File: src/inc/ltq_pkg.sv
// Constants and types shared by the level trigger acquisition sequencer
package ltq_pkg;

	localparam int unsigned CLK_MHZ = 25;
	// Trigger recognition delay, ns, least figure
	localparam int unsigned TRIG_RECOG_NS = 20;
	localparam int unsigned TRIG_RECOG_CYC =
		((TRIG_RECOG_NS * CLK_MHZ + 999) / 1000 < 1) ? 1 : (TRIG_RECOG_NS * CLK_MHZ + 999) / 1000;
	// Cycles per microsecond tick
	localparam int unsigned US_CYC = CLK_MHZ;
	localparam logic [4:0] US_LAST = 5'(US_CYC - 1);

	// Variant select
	localparam logic [1:0] VAR_A = 2'h0;
	localparam logic [1:0] VAR_B = 2'h1;
	localparam logic [1:0] VAR_C = 2'h2;

	// Initial busy interval, us, per variant
	localparam logic [23:0] BUSY1_A_US = 24'h000001;
	localparam logic [23:0] BUSY1_B_US = 24'h000e7a;
	localparam logic [23:0] BUSY1_C_US = 24'h000006;
	// Final busy interval, us, per variant
	localparam logic [23:0] BUSY2_A_US = 24'h0000da;
	localparam logic [23:0] BUSY2_B_US = 24'h000e7a;
	localparam logic [23:0] BUSY2_C_US = 24'h001371;
	// Least level pulse width, us, per variant
	localparam logic [23:0] MINPUL_A_US = 24'h0000dc;
	localparam logic [23:0] MINPUL_B_US = 24'h000ed8;
	localparam logic [23:0] MINPUL_C_US = 24'h001c20;
	// Longest level pulse width, us, per variant (6 s, 10 s, 5 s)
	localparam logic [23:0] MAXPUL_A_US = 24'h5b8d80;
	localparam logic [23:0] MAXPUL_B_US = 24'h989680;
	localparam logic [23:0] MAXPUL_C_US = 24'h4c4b40;
	// Largest acquisition delay, us
	localparam logic [23:0] ACQ_DELAY_MAX_US = 24'h051e8c;

	typedef enum {
		LTQ_IDLE,
		LTQ_RECOG,
		LTQ_BUSY1,
		LTQ_ACQDLY,
		LTQ_INTEG,
		LTQ_BUSY2
	} ltq_state_t;

endpackage

File: src/verilog/ltq_strobe.sv
// Single and continuous strobe generator, counted in microsecond ticks
module ltq_strobe
	import ltq_pkg::*;
(
	input  wire logic        mclk,
	input  wire logic        resetn,
	input  wire logic        integ_active,
	input  wire logic        us_tick,
	input  wire logic        single_en,
	input  wire logic [23:0] single_delay_us,
	input  wire logic [23:0] single_width_us,
	input  wire logic        cont_en,
	input  wire logic [23:0] cont_period_us,
	output logic             single_strobe,
	output logic             cont_strobe
);

	typedef struct packed {
		logic [23:0] s_cnt;
		logic [23:0] c_cnt;
		logic        single;
		logic        cont;
	} ltq_strobe_s_t;

	ltq_strobe_s_t r;
	ltq_strobe_s_t next_r;
	logic [23:0]   half;

	assign half = {1'b0, cont_period_us[23:1]};

	// Both strobes run only inside integration and drop when it ends
	always_comb begin
		next_r = r;
		if (!integ_active) begin
			next_r = '0;
		end else if (us_tick) begin
			next_r.s_cnt = r.s_cnt + 24'h000001;
			// Same single strobe timing as every other trigger mode
			next_r.single = single_en && (single_width_us != 24'h000000) &&
				(r.s_cnt >= single_delay_us) &&
				(r.s_cnt < single_delay_us + single_width_us);
			// Half period high, half low; period zero keeps it quiet
			if (cont_en && cont_period_us > 24'h000001) begin
				next_r.c_cnt = (r.c_cnt + 24'h000001 >= cont_period_us) ? 24'h000000 :
					r.c_cnt + 24'h000001;
				next_r.cont = (r.c_cnt < half);
			end
		end
	end

	always_ff @(posedge mclk) begin
		if (!resetn) begin
			r <= '0;
		end else begin
			r <= next_r;
		end
	end

	assign single_strobe = r.single;
	assign cont_strobe   = r.cont;

endmodule

File: src/verilog/ltq_sequencer.sv
// Level trigger acquisition sequencer: trigger, busy, delay, integrate, readout busy
module ltq_sequencer
	import ltq_pkg::*;
(
	input  wire logic        mclk,
	input  wire logic        resetn,
	input  wire logic        level_mode,
	input  wire logic [1:0]  variant,
	input  wire logic        ext_trigger,
	input  wire logic [23:0] acquisition_delay,
	input  wire logic [23:0] sw_integration_time,
	input  wire logic        single_en,
	input  wire logic [23:0] single_delay_us,
	input  wire logic [23:0] single_width_us,
	input  wire logic        cont_en,
	input  wire logic [23:0] continuous_strobe_period,
	output logic             trigger_event,
	output logic             busy,
	output logic             integrating,
	output logic             acq_done,
	output logic             pulse_error,
	output logic             zero_spectrum,
	output logic             pulse_too_long,
	output logic [23:0]      integration_time,
	output logic             single_strobe,
	output logic             cont_strobe
);

	typedef struct packed {
		logic [1:0]  trig_sync;
		logic        trig_prev;
		ltq_state_t  state;
		logic [4:0]  pre;
		logic [4:0]  recog;
		logic [23:0] us_cnt;
		logic        us_tick;
		logic        trig_evt;
		logic        busy;
		logic        integ;
		logic        done;
		logic        err;
		logic        zero;
		logic        too_long;
		logic        fell;
		logic [23:0] integ_us;
	} ltq_seq_s_t;

	ltq_seq_s_t  r;
	ltq_seq_s_t  next_r;
	logic        trig_s;
	logic        trig_rise;
	logic [23:0] busy1_us;
	logic [23:0] busy2_us;
	logic [23:0] minpul_us;
	logic [23:0] maxpul_us;
	logic [23:0] acq_lim;
	logic        strobe_gate;

	assign trig_s    = r.trig_sync[1];
	assign trig_rise = trig_s && !r.trig_prev;
	assign acq_lim   = (acquisition_delay > ACQ_DELAY_MAX_US) ? ACQ_DELAY_MAX_US :
		acquisition_delay;
	// Strobe flops see the end one cycle early, so they drop together with integrating
	assign strobe_gate = r.integ && next_r.integ;

	// Per-variant constant intervals
	always_comb begin
		case (variant)
			VAR_B: begin
				busy1_us  = BUSY1_B_US;
				busy2_us  = BUSY2_B_US;
				minpul_us = MINPUL_B_US;
				maxpul_us = MAXPUL_B_US;
			end
			VAR_C: begin
				busy1_us  = BUSY1_C_US;
				busy2_us  = BUSY2_C_US;
				minpul_us = MINPUL_C_US;
				maxpul_us = MAXPUL_C_US;
			end
			default: begin
				busy1_us  = BUSY1_A_US;
				busy2_us  = BUSY2_A_US;
				minpul_us = MINPUL_A_US;
				maxpul_us = MAXPUL_A_US;
			end
		endcase
	end

	// Sequencer; the pin passes two flops, so recognition counts from the synced edge
	always_comb begin
		next_r           = r;
		next_r.trig_sync = {r.trig_sync[0], ext_trigger};
		next_r.trig_prev = trig_s;
		next_r.trig_evt  = 1'b0;
		next_r.done      = 1'b0;
		next_r.us_tick   = 1'b0;
		// Microsecond prescaler restarts with each phase so phases are whole us
		if (r.pre == US_LAST) begin
			next_r.pre     = 5'h00;
			next_r.us_tick = 1'b1;
		end else begin
			next_r.pre = r.pre + 5'h01;
		end
		case (r.state)
			LTQ_IDLE: begin
				next_r.busy  = 1'b0;
				next_r.integ = 1'b0;
				if (level_mode && trig_rise) begin
					next_r.state = LTQ_RECOG;
					next_r.recog = 5'h00;
					next_r.busy  = 1'b1;
					next_r.err   = 1'b0;
					next_r.zero  = 1'b0;
					next_r.too_long = 1'b0;
					next_r.fell  = 1'b0;
				end
			end
			LTQ_RECOG: begin
				next_r.recog = r.recog + 5'h01;
				if (r.recog + 5'h01 >= 5'(TRIG_RECOG_CYC)) begin
					next_r.trig_evt = 1'b1;
					next_r.state    = LTQ_BUSY1;
					next_r.pre      = 5'h00;
					next_r.us_tick  = 1'b0;
					next_r.us_cnt   = 24'h000000;
				end
			end
			LTQ_BUSY1, LTQ_ACQDLY: begin
				if (!trig_s) begin
					next_r.fell = 1'b1;
				end
				if (r.us_tick) begin
					next_r.us_cnt = r.us_cnt + 24'h000001;
				end
				if (r.state == LTQ_BUSY1 && r.us_tick && r.us_cnt + 24'h000001 >= busy1_us) begin
					next_r.state  = (acq_lim == 24'h000000) ? LTQ_INTEG : LTQ_ACQDLY;
					next_r.us_cnt = 24'h000000;
					next_r.integ  = (acq_lim == 24'h000000);
					next_r.pre    = 5'h00;
				end else if (r.state == LTQ_ACQDLY && r.us_tick &&
					r.us_cnt + 24'h000001 >= acq_lim) begin
					next_r.state  = LTQ_INTEG;
					next_r.us_cnt = 24'h000000;
					next_r.integ  = 1'b1;
					next_r.pre    = 5'h00;
				end
			end
			LTQ_INTEG: begin
				// Software integration time is not used; the pulse level ends it
				if (r.us_tick && r.us_cnt != 24'hffffff) begin
					next_r.us_cnt = r.us_cnt + 24'h000001;
				end
				if (!trig_s || r.fell) begin
					next_r.state    = LTQ_BUSY2;
					next_r.integ    = 1'b0;
					next_r.integ_us = r.us_cnt;
					next_r.us_cnt   = 24'h000000;
					next_r.pre      = 5'h00;
					next_r.too_long = (r.us_cnt > maxpul_us);
					// Short pulse: pin fell before integration, or integration time below the variant minimum
					if (r.fell || r.us_cnt < minpul_us) begin
						next_r.err  = 1'b1;
						next_r.zero = 1'b1;
					end
				end
			end
			LTQ_BUSY2: begin
				if (r.us_tick) begin
					next_r.us_cnt = r.us_cnt + 24'h000001;
				end
				if (r.us_tick && r.us_cnt + 24'h000001 >= busy2_us) begin
					next_r.state = LTQ_IDLE;
					next_r.busy  = 1'b0;
					next_r.done  = 1'b1;
				end
			end
			default: begin
				next_r.state = LTQ_IDLE;
			end
		endcase
	end

	always_ff @(posedge mclk) begin
		if (!resetn) begin
			r <= '0;
		end else begin
			r <= next_r;
		end
	end

	// Strobe timing in its own module; it only sees the integration window
	ltq_strobe u_strobe (
		.mclk            (mclk),
		.resetn          (resetn),
		.integ_active    (strobe_gate),
		.us_tick         (r.us_tick),
		.single_en       (single_en),
		.single_delay_us (single_delay_us),
		.single_width_us (single_width_us),
		.cont_en         (cont_en),
		.cont_period_us  (continuous_strobe_period),
		.single_strobe   (single_strobe),
		.cont_strobe     (cont_strobe)
	);

	assign trigger_event    = r.trig_evt;
	assign busy             = r.busy;
	assign integrating      = r.integ;
	assign acq_done         = r.done;
	assign pulse_error      = r.err;
	assign zero_spectrum    = r.zero;
	assign pulse_too_long   = r.too_long;
	assign integration_time = r.integ_us;

endmodule

File: config.mk
export PLATFORM = sky130hd
export DESIGN_NAME = ltq_sequencer
export DESIGN_NICKNAME = d
export VERILOG_FILES = /design/src/inc/ltq_pkg.sv /design/src/verilog/ltq_strobe.sv /design/src/verilog/ltq_sequencer.sv
export SDC_FILE = /design/constraint.sdc
export NUM_CORES = 1
export LEC_CHECK = 0
export ABC_AREA = 0
export BUFFER_PORTS_ARGS = -buffer_cell sky130_fd_sc_hd__buf_2
export CAP_MARGIN = 15
export CELL_PAD_IN_SITES_DETAIL_PLACEMENT = 0
export CELL_PAD_IN_SITES_GLOBAL_PLACEMENT = 1
export CORE_MARGIN = 3
export CORE_UTILIZATION = 44
export DETAILED_ROUTE_END_ITERATION = 8
export GPL_TIMING_DRIVEN = 0
export PLACE_DENSITY_LB_ADDON = 0.1
export SLEW_MARGIN = 20
export SYNTH_ARGS = -nofsm -noshare
export SYNTH_HDL_FRONTEND = slang
export SYNTH_SLANG_ARGS = --single-unit
File: constraint.sdc
create_clock -name mclk -period 4.7 [get_ports mclk]
set_input_delay 0.47 -clock mclk [delete_from_list [all_inputs] [get_ports mclk]]
set_output_delay 0.47 -clock mclk [all_outputs]
set_load 0.01 [all_outputs]
==> results by group <==
CTS
  – Clock Latency Late Sink: 0.43 ns
  – Root Driver: clkbuf_16
  – Clock transition at path regs: 0.07 ns
  – CTS max path bufs: 2
  – CTS H-Tree Depth: 4
  – Total CTS buffers: 17
  – Sink Count: 122
  – CTS tree: built

Drt
  – First-pass DRT Iterations: 5
  – DRC violations left: 0
  – Routed via count: 10500
  – ANT nets after route: 0
  – Vias/cell: 5.45
  – Average wire per cell in the routed design: 16.2 µm
  – Drt total wl: 31.0 mm
  – Initial DRC Count: 550

Critical path
  – Startpoint Class: flop
  – RR Startpoint: r[34]$_SDFFE_PN0P_
  – Worst-path fanout max: 10
  – CP cell instances: nand3_2 -> or3_4 -> clkbuf_1 -> nor2_2 -> xor2_1 -> ha_1 -> nand4_1 -> nor3_1 -> or3_1 -> a211o_1 -> a211o_1 -> o311ai_4 -> nand4_4 -> buf_6 -> o211ai_2 -> o21a_1
  – Critical-path top delay cell: dfxtp_1
  – R2R Setup Slk: 0.20 ns
  – Critical Path RT: 5.08 ns
  – Critical Path AT: 4.88 ns
  – Crit path from: r[34]$_SDFFE_PN0P_
  – Max incr delay on CP: 0.53 ns
  – Crit path top cell by count: a211o_1
  – Path depth of the worst reg2reg path: 16
  – Worst setup EP type: flop
  – FF-to-FF End: r[55]$_SDFFE_PN0P_
  – Critical path class: flop to flop

Power
  – Logic pwr share: 21.6%
  – Reg power frac: 34.9%
  – Power Internal: 0.00208 W
  – Sw Pwr: 0.00104 W
  – Power Total: 0.00312 W
  – Clk pwr share: 43.4%
  – PD cells: 240 mW/mm²
  – Leakage power: 6.13 nW
  – Sw Share: 33.3%
  – Peak supply drop: 0.201 mV

Global route
  – Tot GR Track Use: 21.9%
  – Initial antenna violation count: 0
  – Vias in the first global route: 9991
  – Largest net degree at the start of global routing: 17
  – Global-route wire length before repair: 50.1 mm
  – Total grt overflow: 0

Yosys
  – Post-synthesis register bit count: 122
  – Synth Flop Type: dfxtp_1
  – Area contributors post-synth: dfxtp_1 22%, ha_1 21%, nand2_1 4.5%, nor2_1 4.5%, xnor2_1 4.4%
  – Post-synth EDFFs: 0
  – Cells after Synth: 1421
  – Yosys top cell by area: dfxtp_1
  – Yosys top cell area share: 21.7%
  – Synth Cell Area: 0.0112 mm²
  – Mapped Avg Cell Area: 7.91 µm²
  – Yosys warns: 0
  – Share of flip-flops with an asynchronous set or reset: 0%
  – Synth cell types: 74
  – Sequential fraction of the synthesis area: 21.7%

Place
  – Inst Count DP: 1884
  – Detailed placer's ending HPWL: 25.0 mm
  – RePlAce Congestion: 0.888
  – Port bufs: 135

Timing
  – Final Cycle Share: 95.8%
  – Fin crit period: 4.50 ns
  – Final Max Slew Viols: 0
  – Final Hold Fails: 0
  – FMAX: 222 MHz
  – Worst Tran Pin Value: 0.954 ns
  – Final setup fails: 0
  – Normalized max-slew margin: 35.8%
  – RSZ-0062 raised after global routing: no
  – Setup Skew: 0.0129 ns

Worst hold path
  – Hold depth: 2
  – Origin of the worst min-delay path: ext_trigger
  – Hold WC Path Type: primary input to flop
  – Worst Hold End: next_r[101]$_SDFF_PN0_

Floorplan
  – Std-Cell Rows: 57
  – Die X: 166 µm
  – Io pins: 161
  – Die Ht: 166 µm
  – Starting Density: 45.4%
  – Die area: 0.0275 mm²
  – CORE AREA: 0.0247 mm²

Run
  – Max Cap Viol: 0

Layout
  – Most common cell after layout, fill and taps aside: ha_1
  – Most frequent cells in the layout: 191 x ha_1, 147 x buf_2, 136 x nand2_1, 133 x nor2_1, 121 x dfxtp_1
  – Ratio of cells with drive above 1 in the final layout: 15.6%
  – Antenna diode count: 0
  – Area growth syn-to-layout: 15.4%
  – Non-filler cells, final: 1917
  – Layout fillers: 2485
  – Fin nets: 1900

Outcome
  – Outcome: finished, final reports clean
==> power groups by stage <==
stage	Clock, W	Sequential [W]	Combinational [W]
finish	0.00135	0.00109	0.000673
global route	0.00142	0.00109	0.000764
detailed placement	0	0.00111	0.000667
floorplan	0	0.00111	0.000455
global placement	0	0.00111	0.000661
CTS	0.00137	0.00109	0.000671
==> kinds of logic after synthesis <==
group                    Yosys count  synth area share (%)
flip-flops                       122                  21.7
adder cells (fa/ha/maj)          192                  21.4
multiplexers                       4                 0.367
buffers and inverters            148                  6.07
AO/OA/AOI/OAI                    325                  18.9
XOR/XNOR                          99                  7.71
other                              1                0.0333
AND/OR/NAND/NOR                  530                  23.8
==> state kept, by name, summed over array words and instances, names as in the netlist <==
register	cells
acq_done	1
busy	1
integrating	1
integration_time	24
next_r	2
pulse_error	1
pulse_too_long	1
r	40
trigger_event	1
u_strobe.cont_strobe	1
u_strobe.r	48
u_strobe.single_strobe	1
==> cells in the mapped netlist, drive strengths merged (8+ instances only) <==
| cell type | count |
|---|---|
| ha | 191 |
| nand2 | 137 |
| nor2 | 134 |
| dfxtp | 122 |
| a21oi | 90 |
| inv | 75 |
| o21ai | 66 |
| a21o | 56 |
| xnor2 | 56 |
| nand3 | 47 |
| buf | 43 |
| xor2 | 43 |
| nand4 | 40 |
| nor3 | 32 |
| clkbuf | 30 |
| nor4 | 28 |
| and3 | 24 |
| nand2b | 22 |
| nor2b | 21 |
| and2 | 18 |
| a22oi | 17 |
| a31oi | 17 |
| a211oi | 12 |
| o211ai | 11 |
| a32oi | 9 |
| a211o | 8 |
==> metrics by stage <==
stage | setup WS [ns] | cell area, µm² | hold slack (ns) | util, % | TNS (ns)
floorplan | 0.827 | 11300 | 0.412 | - | 0
global placement | -0.183 | 12300 | 0.419 | 49.9 | -1.23
detailed placement | -0.176 | 12300 | 0.436 | 49.9 | -0.888
CTS | 0.0101 | 12900 | 0.239 | 52.3 | 0
global route | 0.00375 | 13000 | 0.243 | 52.4 | 0
finish | 0.197 | 13000 | 0.252 | 52.4 | 0
==> critical path, delay by kind of cell, from the launching register on <==
family	cells	cell delay (ns)
and+or+nand+nor	7	1.79
adders and majority gates	1	0.29
DFF	1	0.53
buffers and inverters	2	0.53
AOI/OAI and AO/OA	5	1.04
xor gates and xnor gates	1	0.26
==> final cells by class <==
type,count,area [µm²],share of cell area (%)
Sequential cell,122,2440,18.8
Inverter,75,282,2.17
Tap cell,324,405,3.12
Clock buffer,17,425,3.28
Clock inverter,15,165,1.27
Multi-Input combinational cell,1155,8170,63.0
Buffer,73,403,3.10
Timing Repair Buffer,136,683,5.26
==> routing by layer <==
layer	share of wire, %	GRT usage (%)
met1	46	28.4
met2	48	37.8
met3	3.8	3.02
met4	2.2	6.76
met5	0	0
==> repair_timing <==
item	CTS	global route
pin swaps	0	1
setup buffers	0	1
gates resized for setup	2	8
endpoints found under the setup margin	25	52
hold buffers	0	0
==> worst max-delay path by stage <==
stage / end / slack, ns
after floorplan: r[41]$_SDFFE_PN0P_ / 0.83
after global placement: u_strobe.r[12]$_SDFFE_PN0P_ / -0.18
after detailed placement: u_strobe.single_strobe$_SDFFE_PN0P_ / -0.18
after CTS: u_strobe.r[8]$_SDFFE_PN0P_ / 0.01
after global routing: u_strobe.r[4]$_SDFFE_PN0P_ / 0.004
final: r[55]$_SDFFE_PN0P_ / 0.20
Power figures use the tool's default switching activity.
